File: src/timer0_pkg.sv
// constants and register layout for the timer/counter with shared prescaler
// Contract
// - count register is eight bits; wrap from ff to 00 sets overflow flag
// - timer mode when clock source select (option bit 5) is zero
// - timer mode without prescaler increments once every instruction cycle
// - after a count register write, increments are held off two cycles
// - clock source select one counts edges of the external count pin
// - source edge select (option bit 4): zero rising, one falling edge
// - prescaler shared; assign bit (option bit 3) zero gives it to timer
// - prescaler divides count clock by 2 up to 256, power of two
// - software can neither read nor write the prescaler count
// - overflow interrupt suppressed while enable bit (control bit 5) is zero; irq still rises on overflow when mask bit 0 is set
// - timer stops during sleep, so overflow never wakes the core
// - in rc oscillator mode clock output pin carries oscillator over four
// - a count register write also clears the prescaler if assigned to timer
package timer0_pkg;
    // ----------------------------------------
    // apb register offsets
    // ----------------------------------------
    localparam logic [7:0] count_offset = 8'h00;
    localparam logic [7:0] option_offset = 8'h04;
    localparam logic [7:0] control_offset = 8'h08;
    localparam logic [7:0] status_offset = 8'h0C;
    localparam logic [7:0] mask_offset = 8'h10;
    // ----------------------------------------
    // field positions
    // ----------------------------------------
    localparam int ps_lsb = 0;
    localparam int prescaler_assign_bit = 3;
    localparam int source_edge_select_bit = 4;
    localparam int clock_source_select_bit = 5;
    localparam int overflow_flag_bit = 2;
    localparam int overflow_irq_enable_bit = 5;
    localparam int evt_overflow_bit = 0;
    localparam int evt_edge_bit = 1;
    // ----------------------------------------
    // reset values and timing
    // ----------------------------------------
    localparam logic [7:0] option_reset = 8'hFF;
    localparam logic [7:0] control_reset = 8'h00;
    localparam logic [1:0] write_hold_cycles = 2'h2;
    localparam int clk_div = 4;
endpackage : timer0_pkg

File: src/edge_sync.sv
// two-flop synchroniser with selectable edge detection for the count pin
module edge_sync (
    input wire logic clk,
    input wire logic rstn,
    input wire logic pin,
    input wire logic falling,
    output logic edge_seen
);
    logic meta;
    logic sync;
    logic last;
    wire rise = sync & ~last;
    wire fall = ~sync & last;
    always_ff @(posedge clk or negedge rstn) begin
        if (!rstn) begin
            meta <= 1'b0;
            sync <= 1'b0;
            last <= 1'b0;
        end else begin
            meta <= pin;
            sync <= meta;
            last <= sync;
        end
    end
    assign edge_seen = falling ? fall : rise;
endmodule : edge_sync

File: src/timer0_counter_prescaler.sv
// timer/counter with shared watchdog prescaler, apb register access
module timer0_counter_prescaler
    import timer0_pkg::*;
(
    input wire logic clk,
    input wire logic rstn,
    input wire logic psel,
    input wire logic penable,
    input wire logic pwrite,
    input wire logic [7:0] paddr,
    input wire logic [31:0] pwdata,
    output logic [31:0] prdata,
    output logic pready,
    output logic pslverr,
    input wire logic external_count_pin,
    input wire logic sleep,
    input wire logic rc_mode,
    input wire logic watchdog_tick,
    output logic watchdog_timer_tick,
    output logic clock_output_pin,
    output logic irq,
    output logic overflow_irq
);
    // ----------------------------------------
    // registers
    // ----------------------------------------
    logic [7:0] count_register;
    logic [7:0] option;
    logic [7:0] control;
    logic [7:0] prescaler;
    logic [1:0] hold;
    logic [1:0] status;
    logic [1:0] mask;
    logic [1:0] div_cnt;

    // ----------------------------------------
    // bus decode
    // ----------------------------------------
    wire access = psel & penable;
    wire wr = access & pwrite;
    wire rd = access & ~pwrite;
    wire hit_count = (paddr == count_offset);
    wire hit_option = (paddr == option_offset);
    wire hit_control = (paddr == control_offset);
    wire hit_status = (paddr == status_offset);
    wire hit_mask = (paddr == mask_offset);
    wire mapped = hit_count | hit_option | hit_control | hit_status | hit_mask;
    wire count_write = wr & hit_count;

    // ----------------------------------------
    // count source selection
    // ----------------------------------------
    wire clock_source_select = option[clock_source_select_bit];
    wire source_edge_select = option[source_edge_select_bit];
    wire prescaler_assign = option[prescaler_assign_bit];
    wire [2:0] ps_select = option[ps_lsb +: 3];
    logic pin_edge;

    edge_sync u_sync (
        .clk(clk),
        .rstn(rstn),
        .pin(external_count_pin),
        .falling(source_edge_select),
        .edge_seen(pin_edge)
    );

    // timer mode ticks every cycle, counter mode on a qualified pin edge
    wire src_tick = clock_source_select ? pin_edge : 1'b1;
    // watchdog takes the prescaler when assigned away from the timer
    wire ps_in = prescaler_assign ? watchdog_tick : src_tick;
    wire [8:0] ps_sum = {1'b0, prescaler} + 9'h001;
    // terminal for ratio 1:2^(n+1): the low n+1 bits all ones
    function automatic logic ps_done(input logic [7:0] cnt, input logic [2:0] sel);
        logic [7:0] m;
        m = 8'hFF >> (3'h7 - sel);
        ps_done = ((cnt & m) == m);
    endfunction : ps_done
    wire ps_out = ps_in & ps_done(prescaler, ps_select);
    wire timer_tick = prescaler_assign ? src_tick : ps_out;
    // sleep freezes the count, so no overflow can occur while asleep
    wire inc = timer_tick & (hold == 2'h0) & ~sleep;
    wire wrap = inc & (count_register == 8'hFF);

    // ----------------------------------------
    // next values
    // ----------------------------------------
    wire [7:0] next_count = count_write ? pwdata[7:0] :
                            inc ? count_register + 8'h01 : count_register;
    wire [1:0] next_hold = count_write ? write_hold_cycles :
                           (hold != 2'h0) ? hold - 2'h1 : 2'h0;
    // prescaler is frozen in sleep only when it serves the timer
    wire ps_step = ps_in & ~(sleep & ~prescaler_assign);
    wire ps_clear = count_write & ~prescaler_assign;
    wire [7:0] next_prescaler = ps_clear ? 8'h00 :
                                ps_step ? (ps_out ? 8'h00 : ps_sum[7:0]) : prescaler;
    // overflow set wins over a software clear in the same cycle
    wire ctl_wr = wr & hit_control;
    wire [7:0] ctl_base = ctl_wr ? pwdata[7:0] : control;
    wire [7:0] next_control = ctl_base | ({7'h00, wrap} << overflow_flag_bit);
    wire [1:0] events = {pin_edge, wrap};
    // only the bits handed out at setup are cleared, so an event in the setup cycle survives
    wire [1:0] status_base = (rd & hit_status) ? (status & ~prdata[1:0]) : status;
    wire [1:0] next_status = status_base | events;
    wire next_overflow_irq = next_control[overflow_flag_bit]
                             & next_control[overflow_irq_enable_bit];
    wire next_irq = |(next_status & mask);

    // prescaler never appears in the read mux
    wire [7:0] rd_mux = hit_count ? count_register :
                        hit_option ? option :
                        hit_control ? control :
                        hit_status ? {6'h00, status} :
                        hit_mask ? {6'h00, mask} : 8'h00;

    // ----------------------------------------
    // state
    // ----------------------------------------
    always_ff @(posedge clk or negedge rstn) begin
        if (!rstn) begin
            count_register <= 8'h00;
            prescaler <= 8'h00;
            hold <= 2'h0;
            control <= control_reset;
            status <= 2'h0;
        end else begin
            count_register <= next_count;
            prescaler <= next_prescaler;
            hold <= next_hold;
            control <= next_control;
            status <= next_status;
        end
    end

    always_ff @(posedge clk or negedge rstn) begin
        if (!rstn) begin
            option <= option_reset;
            mask <= 2'h0;
        end else begin
            if (wr & hit_option) begin
                option <= pwdata[7:0];
            end
            if (wr & hit_mask) begin
                mask <= pwdata[1:0];
            end
        end
    end

    // ----------------------------------------
    // bus answer: zero wait states
    // ----------------------------------------
    always_ff @(posedge clk or negedge rstn) begin
        if (!rstn) begin
            prdata <= 32'h0000_0000;
            pready <= 1'b0;
            pslverr <= 1'b0;
        end else begin
            prdata <= (psel & ~penable & ~pwrite) ? {24'h00_0000, rd_mux} : prdata;
            pready <= psel & ~penable;
            pslverr <= psel & ~penable & ~mapped;
        end
    end

    // ----------------------------------------
    // outputs, clock divider
    // ----------------------------------------
    always_ff @(posedge clk or negedge rstn) begin
        if (!rstn) begin
            div_cnt <= 2'h0;
            clock_output_pin <= 1'b0;
            irq <= 1'b0;
            overflow_irq <= 1'b0;
            watchdog_timer_tick <= 1'b0;
        end else begin
            div_cnt <= div_cnt + 2'h1;
            // clk stands in for the oscillator here; output has period of four
            clock_output_pin <= rc_mode & (div_cnt < 2'(clk_div / 2));
            irq <= next_irq;
            overflow_irq <= next_overflow_irq;
            watchdog_timer_tick <= prescaler_assign ? ps_out : 1'b0;
        end
    end
endmodule : timer0_counter_prescaler

File: config.mk
export PLATFORM = sky130hd
export DESIGN_NAME = timer0_counter_prescaler
export DESIGN_NICKNAME = d
export VERILOG_FILES = /design/src/timer0_pkg.sv /design/src/edge_sync.sv /design/src/timer0_counter_prescaler.sv
export SDC_FILE = /design/constraint.sdc
export NUM_CORES = 1
export LEC_CHECK = 0
export BUFFER_PORTS_ARGS = -buffer_cell sky130_fd_sc_hd__buf_2
export CORE_MARGIN = 2
export CORE_UTILIZATION = 25
export CTS_CLUSTER_SIZE = 30
export DETAILED_ROUTE_END_ITERATION = 10
export GPL_TIMING_DRIVEN = 0
export PLACE_DENSITY = 0.55
export SLEW_MARGIN = 5
export SYNTH_ARGS = -nofsm -noshare
export SYNTH_HDL_FRONTEND = slang
export SYNTH_HIERARCHICAL = 1
export SYNTH_SLANG_ARGS = --single-unit
File: constraint.sdc
create_clock -name clk -period 2.75 [get_ports clk]
set_input_delay 0.1375 -clock clk [delete_from_list [all_inputs] [get_ports clk]]
set_output_delay 0.1375 -clock clk [all_outputs]
set_load 0.05 [all_outputs]
==> results.tsv, run 1 <==
stage	metric	value	unit
run_status	status	finished clean	
worst_setup_path	ff2ff_path_depth	8	
clocking	cts_root_buf	clkbuf_16	
layout	layout.cells.non_filler	523	
floorplan	core_area	12000	um2
timing	final_hold_viol_count	0	
timing	drv_slew	0	
routing	first_pass_iters	4	
floorplan	start_util	25.6	%
timing	fin_tns_setup	0	ns
hold_path	hold_depth	2	
hold_path	hold_path.class	input port to flip-flop	
logic_synthesis	synth_ff_type	dfrtp_1	
worst_setup_path	cp_cell_sequence	nand3b_1 > o21ai_2 > nor2b_1 > o31ai_1 > a31oi_1 > buf_2 > or3_1 > a221oi_1	
routing	met2_length	3.36	mm
worst_setup_path	worstPathArrival	2.58	ns
timing	min_period_over_period	85.8	%
global_route	antenna_found_initial	0	
timing	period_needed	2.36	ns
layout	area_growth	25.4	%
clocking	cts_buffers	9	
worst_setup_path	max_stage_delay	0.56	ns
floorplan	io_pins	87	
power	p_leak	1.79	nW
logic_synthesis	seq_area_frac_synth	47.0	%
layout	diodes	0	
routing	wl_met3	461	um
layout	finalInstanceArea	3830	um2
place	port_buffers	36	
routing	drtIter0Drc	111	
floorplan	fp-row-count	40	
clocking	cts_hold_buffers	1	
worst_setup_path	worstReg2RegStart	option[4]	
worst_setup_path	cp-start-kind	flip-flop	
clocking	max-clock-path-buffers	2	
power	fin_total_pwr	2.55	mW
clocking	clkSinkCount	57	
clocking	clock_latency	0.33	ns
logic_synthesis	synth_cell_types	56	
hold_path	hold_end	clock_output_pin	
place	dp_slack	0.409	ns
routing	vias	2477	
worst_setup_path	crit_fanout	10	
timing	rsz0062_at_grt	false	
worst_setup_path	cpMaxStageDelayCell	dfstp_2	
routing	met1_length	3.30	mm
logic_synthesis	synth_seq_cells	57	
run	drv_cap	0	
layout	most-common-layout-cells	49 x dfrtp_1, 40 x buf_2, 30 x nand2_1	
worst_setup_path	required	2.97	ns
hold_path	hold_start	rc_mode	
routing	drt_wl_total	7.23	mm
timing	finalSetupViolCount	0	
place	place_area	3510	um2
global_route	grt_usage	11.6	%
floorplan	die_x	115	um
power	p_per_area	665	nW/um2
logic_synthesis	synth-async-reset-ratio	100	%
worst_setup_path	path_delay_family	compound AO/OA/AOI/OAI gates	
logic_synthesis	avgSynthCellArea	10.2	um2
logic_synthesis	synth_warnings	6	
clocking	cts.repair.resized	0	
routing	highest_layer	met4	
place	place.gp.congestion	0.866	
layout	final_nets	422	
global_route	grt_pass1_vias	2332	
worst_setup_path	crit_type	flip-flop to flip-flop	
timing	finalClockSkew	0.00936	ns
power	ir_worst_vdd	0.214	mV
layout	drive_gt1_share	31.1	%
floorplan	die_height	115	um
timing	worst_pin_slew	0.913	ns
place	hpwlAfterDp	5.18	mm
global_route	grt_max_degree	58	
floorplan	die-area	13100	um2
worst_setup_path	endpoint_kind	flip-flop	
routing	drc	0	
routing	via_per_inst	4.74	
logic_synthesis	postSynthCellCount	299	
logic_synthesis	synth_area	3060	um2
layout	layout_commonest_cell	dfrtp_1	
global_route	grt_pass1_wl	11.8	mm
clocking	cts_max_level	3	
timing	fin_ws	0.390	ns
timing	slew_headroom	38.3	%
place	dp.cells	505	
global_route	gr-total-overflow	0	
clocking	clkTransAtPathRegs	0.06	ns
worst_setup_path	ff2ff_setup_slack	0.39	ns
routing	wl_per_cell	13.8	um
layout	ff_latch_area	1440	um2
layout	n_fill_cell	1223	
layout	multi_input_comb_area	1450	um2
worst_setup_path	critical_path_depth	8	
timing	holdWs	0.0286	ns
layout	fin_util	32.1	%
worst_setup_path	rr_endpoint	prescaler[4]	
clocking	post_cts_buffers	0	
logic_synthesis	synth_edf_count	0	
timing	max_freq	424	MHz
routing	ant_nets	0	
worst_setup_path	critical_path_buf_inv_count	1	
clocking	tritoncts	done	
-- synthesized netlist by cell type (6+ instances only) --
cell type | number | area [um2]
a31oi_1 | 7 | 43.8
and3_1 | 7 | 43.8
buf_4 | 24 | 180
dfrtp_1 | 49 | 1230
dfstp_2 | 8 | 210
mux2_2 | 17 | 191
mux2i_1 | 8 | 80.1
nand2_1 | 30 | 113
nand2b_1 | 6 | 37.5
nand3_1 | 14 | 70.1
nor2_1 | 12 | 45.0
o21ai_0 | 26 | 130
or3_1 | 7 | 43.8
-- kinds of logic after synthesis --
group | count (synthesis) | share of synthesized area [%]
simple gates | 107 | 20.1
other cells | 1 | 0.123
buf+inv | 42 | 8.55
mux | 26 | 9.62
fa+ha+maj | 2 | 0.818
compound gates | 63 | 13.5
xor+xnor | 1 | 0.286
flops | 57 | 47.0
-- metal layers --
| layer | up-vias | global-route usage [%] |
|---|---|---|
| li1 | 1188 | - |
| met1 | 1207 | 14.4 |
| met5 | - | 0 |
| met2 | 71 | 18.6 |
| met4 | 0 | 4.88 |
| met3 | 11 | 3.60 |
-- sequential cells by signal (all words and copies together) (netlist names), 2 cells and up --
name            flops
control             8
prdata              8
div_cnt             2
status              2
count_register      8
prescaler           8
option              8
mask                2
hold                2
-- layout make-up --
cell class,count,share of cell area (%)
buffer,36,6.23
tap,147,4.80
inverter,6,0.587
clock inverter,7,2.02
timing repair buffer,38,5.29
multi-input combinational,223,37.7
clock buffer,9,5.87
sequential,57,37.5
-- worst max path at each step --
stage	startpoint	to	slack (ns)
CTS	option[4]	prescaler[4]	0.41
detailed placement	option[4]	prescaler[4]	0.41
global route	option[4]	prescaler[7]	0.17
global placement	option[4]	prescaler[4]	0.49
finish	option[4]	prescaler[4]	0.39
floorplan	option[4]	prescaler[4]	0.76
-- where the power goes --
part | total, mW | internal (mW) | switching [mW]
registers | 1.01 | 0.913 | 0.0955
logic | 0.416 | 0.157 | 0.259
clock network | 1.13 | 0.708 | 0.418
Power figures use the tool's default switching activity.
==> run 2: changes to the inputs <==
- clock period: 2.75 -> 2.5 ns (I/O delays scaled with it)
==> run 2 against run 1 <==
Effect of this change: clock power grew 9.7%; combinational power rose by 11%; core utilization is 0.12 points higher; register-to-register slack got worse by 0.17 ns; flip-flop and latch count did not move; largest cell class unchanged.
==> results.tsv, run 2 (synthesized netlist as in run 1, its figures left out) <==
stage	metric	value	unit
timing	rsz0062_at_grt	false	
clocking	max-clock-path-buffers	2	
layout	drive_gt1_share	31.4	%
layout	n_fill_cell	1221	
clocking	clkTransAtPathRegs	0.06	ns
layout	ff_latch_area	1440	um2
worst_setup_path	cpMaxStageDelayCell	dfstp_2	
power	p_leak	1.79	nW
floorplan	core_area	12000	um2
global_route	grtUsageMet3	3.60	%
routing	drc	0	
clocking	cts_max_level	3	
timing	max_freq	438	MHz
place	hpwlAfterDp	5.18	mm
layout	layout_commonest_cell	dfrtp_1	
global_route	grt_pass1_vias	2332	
timing	finalSetupViolCount	0	
global_route	gr-total-overflow	0	
worst_setup_path	required	2.72	ns
routing	via_per_inst	4.73	
timing	worst_pin_slew	0.914	ns
layout	area_growth	25.8	%
clocking	clkSinkCount	57	
global_route	grt.busiest_layer	met2	
global_route	grtUsageMet1	14.4	%
timing	drv_slew	0	
timing	finalClockSkew	0.00972	ns
layout	most-common-layout-cells	49 x dfrtp_1, 40 x buf_2, 30 x nand2_1	
timing	min_period_over_period	91.3	%
worst_setup_path	cp-start-kind	flip-flop	
global_route	grt_max_degree	58	
layout	diodes	0	
timing	final_hold_viol_count	0	
timing	period_needed	2.28	ns
worst_setup_path	cp_cell_sequence	nand3b_1 > o21ai_2 > nor2b_1 > o31ai_2 > a31oi_1 > buf_2 > or3_1 > a221oi_1	
place	place.gp.congestion	0.866	
layout	multi_input_comb_area	1460	um2
layout	final_nets	422	
routing	first_pass_iters	4	
power	ir_worst_vdd	0.236	mV
place	place_area	3510	um2
timing	slew_headroom	38.2	%
routing	drtIter0Drc	94	
global_route	grt_usage	11.6	%
hold_path	hold_path.class	input port to flip-flop	
clocking	clock_latency	0.33	ns
floorplan	die_x	115	um
routing	ant_nets	0	
clocking	tritoncts	done	
worst_setup_path	worstPathArrival	2.50	ns
global_route	antenna_found_initial	0	
global_route	grt_pass1_wl	11.8	mm
worst_setup_path	endpoint_kind	flip-flop	
global_route	use_met2	18.6	%
worst_setup_path	crit_fanout	10	
floorplan	start_util	25.6	%
run	drv_cap	0	
timing	fin_tns_setup	0	ns
routing	drt_wl_total	7.27	mm
clocking	cts_buffers	9	
floorplan	io_pins	87	
power	p_per_area	731	nW/um2
floorplan	fp-row-count	40	
clocking	cts_root_buf	clkbuf_16	
worst_setup_path	crit_type	flip-flop to flip-flop	
layout	finalInstanceArea	3850	um2
floorplan	die-area	13100	um2
routing	wl_per_cell	13.9	um
run_status	status	finished clean	
worst_setup_path	max_stage_delay	0.56	ns
floorplan	die_height	115	um
routing	vias	2474	
clocking	post_cts_buffers	0	
place	port_buffers	36	
==> run 2: cell counts in the layout (fill, tap and decap cells not counted) <==
No cell type changed its count.
==> run 2: path summary, 6_finish.rpt <==
check | startpoint | end | slack [ns] | cells after the start
hold reg to reg | u_sync/meta | u_sync/sync | 0.35 | 0
max in group asynchronous | rstn | prescaler[6] | 1.58 | 2
setup reg to reg | option[4] | prescaler[4] | 0.22 | 8
setup / recovery | option[4] | prescaler[4] | 0.22 | 8
hold / removal | rc_mode | clock_output_pin | 0.02 | 2
min in group asynchronous | rstn | watchdog_timer_tick | 0.39 | 2
==> run 2: report_power, final <==
group / leakage, nW / switching, mW / internal (mW)
registers: 0.729 / 0.106 / 1.00
logic: 0.918 / 0.286 / 0.174
clock network: 0.146 / 0.462 / 0.778
==> run 2: worst max-delay path: cells and delay by family, from the launching register on <==
kind                   cells  cell delay [ns]
AO/OA/AOI/OAI              4             0.79
flip-flops                 1             0.56
buffers and inverters      1             0.21
AND/OR/NAND/NOR            3             0.61
==> run 2: metal layers <==
metal  routed length (um)  vias to the layer above
li1                     -                     1188
met1                 3340                     1194
met2                 3370                       81
met3                  453                       11
met4                  110                        0
met5                    0                        -
==> run 2: area by class of cell <==
cell class,instances,area share (%)
Tap cell,147,4.78
Inverter,6,0.585
Clock buffer,9,5.85
Timing Repair Buffer,38,5.27
Buffer,36,6.21
Clock inverter,7,2.02
Sequential cell,57,37.3
Multi-Input combinational cell,223,38.0
==> run 2: per-stage QoR <==
stage	worst slack, ns	hold WS (ns)	util (%)	cells	total power, mW
global route	0.0221	0.0214	32.2	523	2.93
detailed placement	0.159	0.237	29.3	505	1.57
CTS	0.157	0.0119	31.9	522	2.83
global placement	0.236	0.235	29.3	505	1.57
finish	0.217	0.0162	32.2	523	2.81
floorplan	0.514	-0.171	-	322	1.44
==> run 2: repair_timing <==
| action | 4_1_cts | 5_1_grt |
|---|---|---|
| resized for setup | 0 | 2 |
| endpoints found under the setup margin | 0 | 3 |
| hold buffers | 1 | 1 |
| endpoints found under the hold margin | 1 | 49 |
==> run 3: changes to the inputs <==
- ABC_AREA: unset -> 1
==> run 3 against run 2 <==
Effect of this change: area after synthesis grew 2.4%; total power is 1.8% lower; hold slack better by 0.031 ns; critical path type unchanged; register-to-register slack improved by 0.21 ns; count of clock-buffer cells in the layout up 3; first-iteration DRC count is 29% higher; clock power fell by 14%; global-route usage rose by 0.93 points; routed wire length increased by 7.4%; combinational power rose by 29%.
==> results.tsv, run 3 <==
stage	metric	value	unit
run_status	status	finished clean	
layout	layout_commonest_cell	nand2_1	
place	dp_slack	0.469	ns
clocking	cts_root_buf	clkbuf_16	
timing	holdWs	0.0470	ns
floorplan	die_height	116	um
power	p_per_area	705	nW/um2
global_route	grt_pass1_wl	12.7	mm
clocking	clock_latency	0.32	ns
timing	fin_tns_setup	0	ns
floorplan	die-area	13400	um2
clocking	clkTransAtPathRegs	0.05	ns
layout	diodes	0	
layout	drive_gt1_share	22.3	%
global_route	grt_pass1_vias	2560	
logic_synthesis	postSynthCellCount	395	
worst_setup_path	crit_type	flip-flop to flip-flop	
clocking	cts_max_level	3	
global_route	antenna_found_initial	0	
worst_setup_path	max_stage_delay	0.55	ns
logic_synthesis	synth_ff_type	dfrtp_1	
run	drv_cap	0	
clocking	tritoncts	done	
clocking	clkSinkCount	57	
place	place.gp.congestion	0.819	
worst_setup_path	worstReg2RegStart	option[4]	
power	p_leak	2.02	nW
routing	first_pass_iters	4	
floorplan	die_x	116	um
routing	wl_per_cell	12.1	um
timing	final_hold_viol_count	0	
floorplan	start_util	25.8	%
timing	rsz0062_at_grt	false	
clocking	cts_buffers	9	
routing	vias	2710	
timing	drv_slew	0	
timing	min_period_over_period	83.1	%
routing	via_per_inst	4.21	
worst_setup_path	rr_endpoint	count_register[0]	
layout	final_nets	522	
floorplan	fp-row-count	40	
worst_setup_path	crit_fanout	10	
worst_setup_path	cp-start-kind	flip-flop	
layout	fin_util	32.3	%
place	dp.cells	624	
logic_synthesis	seq_area_frac_synth	45.9	%
layout	most-common-layout-cells	110 x nand2_1, 49 x dfrtp_1, 48 x inv_1	
global_route	grt_usage	12.5	%
timing	fin_ws	0.424	ns
layout	finalInstanceArea	3920	um2
routing	ant_nets	0	
logic_synthesis	synthMostInstantiatedCell	nand2_1	
clocking	cts.repair.resized	0	
timing	finalSetupViolCount	0	
layout	area_growth	25.1	%
routing	drc	0	
logic_synthesis	synth_area	3130	um2
place	port_buffers	38	
worst_setup_path	cp_cell_sequence	nand3_1 > nand2_1 > nor2_1 > nor4_1 > nand2_1 > nand2_2 > buf_4 > o21ai_0	
global_route	gr-total-overflow	0	
logic_synthesis	synth-async-reset-ratio	100	%
place	hpwlAfterDp	5.82	mm
routing	drt_wl_total	7.81	mm
worst_setup_path	required	2.70	ns
floorplan	io_pins	87	
layout	layout.cells.non_filler	644	
worst_setup_path	worstPathArrival	2.27	ns
logic_synthesis	synth_top_cell_by_area	dfrtp_1	
hold_path	hold_start	psel	
worst_setup_path	path_delay_family	simple AND/OR/NAND/NOR gates	
timing	slew_headroom	51.6	%
worst_setup_path	critical_path_buf_inv_count	1	
logic_synthesis	synth_top_cell_area_share	39.2	%
hold_path	hold_path.class	input port to flip-flop	
hold_path	hold_depth	3	
place	place_area	3620	um2
timing	period_needed	2.08	ns
logic_synthesis	synth_area_leaders	dfrtp_1 39%, nand2_1 13%, dfstp_2 6.7%	
hold_path	hold_end	pready	
timing	max_freq	482	MHz
worst_setup_path	crit_top_cell	nand2_1	
layout	n_fill_cell	1328	
clocking	max-clock-path-buffers	2	
power	ir_worst_vdd	0.228	mV
timing	finalClockSkew	0.00936	ns
floorplan	core_area	12100	um2
routing	drtIter0Drc	121	
logic_synthesis	synth_edf_count	0	
logic_synthesis	synth_seq_cells	57	
power	fin_total_pwr	2.76	mW
worst_setup_path	endpoint_kind	flip-flop	
timing	worst_pin_slew	0.726	ns
worst_setup_path	cpMaxStageDelayCell	dfstp_2	
logic_synthesis	avgSynthCellArea	7.93	um2
logic_synthesis	synth_warnings	6	
worst_setup_path	ff2ff_setup_slack	0.42	ns
logic_synthesis	synth_common_cells	110 x nand2_1, 49 x dfrtp_1, 48 x inv_1	
global_route	grt_max_degree	58	
worst_setup_path	ff2ff_path_depth	8	
logic_synthesis	synth_cell_types	35	
clocking	post_cts_buffers	0	
run 3: worst register-to-register path, delay by kind of cell, from the launching register on:
family / cells / cell delay, ns
buf+inv: 1 / 0.17
simple gates: 6 / 1.15
compound gates: 1 / 0.09
flops: 1 / 0.55
run 3: cell type report:
class / count / area, um2 / area share (%)
buffer: 31 / 225 / 5.75
multi-input combinational: 279 / 1350 / 34.5
clock buffer: 12 / 236 / 6.04
timing repair buffer: 42 / 233 / 5.94
sequential: 57 / 1440 / 36.7
clock inverter: 4 / 20.0 / 0.511
tap: 168 / 210 / 5.37
inverter: 51 / 205 / 5.24
run 3: routing by layer:
| metal | up-vias | global-route usage (%) | share of wire (%) |
|---|---|---|---|
| li1 | 1367 | - | - |
| met1 | 1268 | 15.6 | 45 |
| met2 | 63 | 20.1 | 48 |
| met3 | 12 | 3.97 | 4.4 |
| met4 | 0 | 5.24 | 2.0 |
| met5 | - | 0 | 0 |
run 3: cells by family (layout without fill, tap and decap cells):
kind of cell | count (synthesis) | in the layout | share of synthesized area, %
simple gates | 184 | 184 | 27.3
flops | 57 | 57 | 45.9
fa+ha+maj | 2 | 2 | 0.799
xor+xnor | 7 | 7 | 1.96
compound gates | 62 | 62 | 10.2
buf+inv | 82 | 140 | 13.7
other cells | 1 | 24 | 0.120
run 3: worst max path at each step:
stage	startpoint	to	slack (ns)	cells past startpoint
after floorplan	option[4]	count_register[5]	0.92	8
after global placement	option[4]	count_register[5]	0.48	8
after detailed placement	option[4]	count_register[1]	0.47	8
after CTS	option[4]	count_register[0]	0.46	8
after global routing	option[4]	count_register[5]	0.27	9
final	option[4]	count_register[0]	0.42	8
run 3: report_power, final:
part	internal (mW)	switching, mW	total [mW]
Sequential	1.01	0.0856	1.10
Combinational	0.199	0.396	0.595
Clock	0.662	0.405	1.07
Total	1.87	0.887	2.76
run 3: repair_timing:
item / in CTS / in global routing
endpoints found under the hold margin: 3 / 49
endpoints found under the setup margin: 0 / 0
hold buffers: 3 / 1
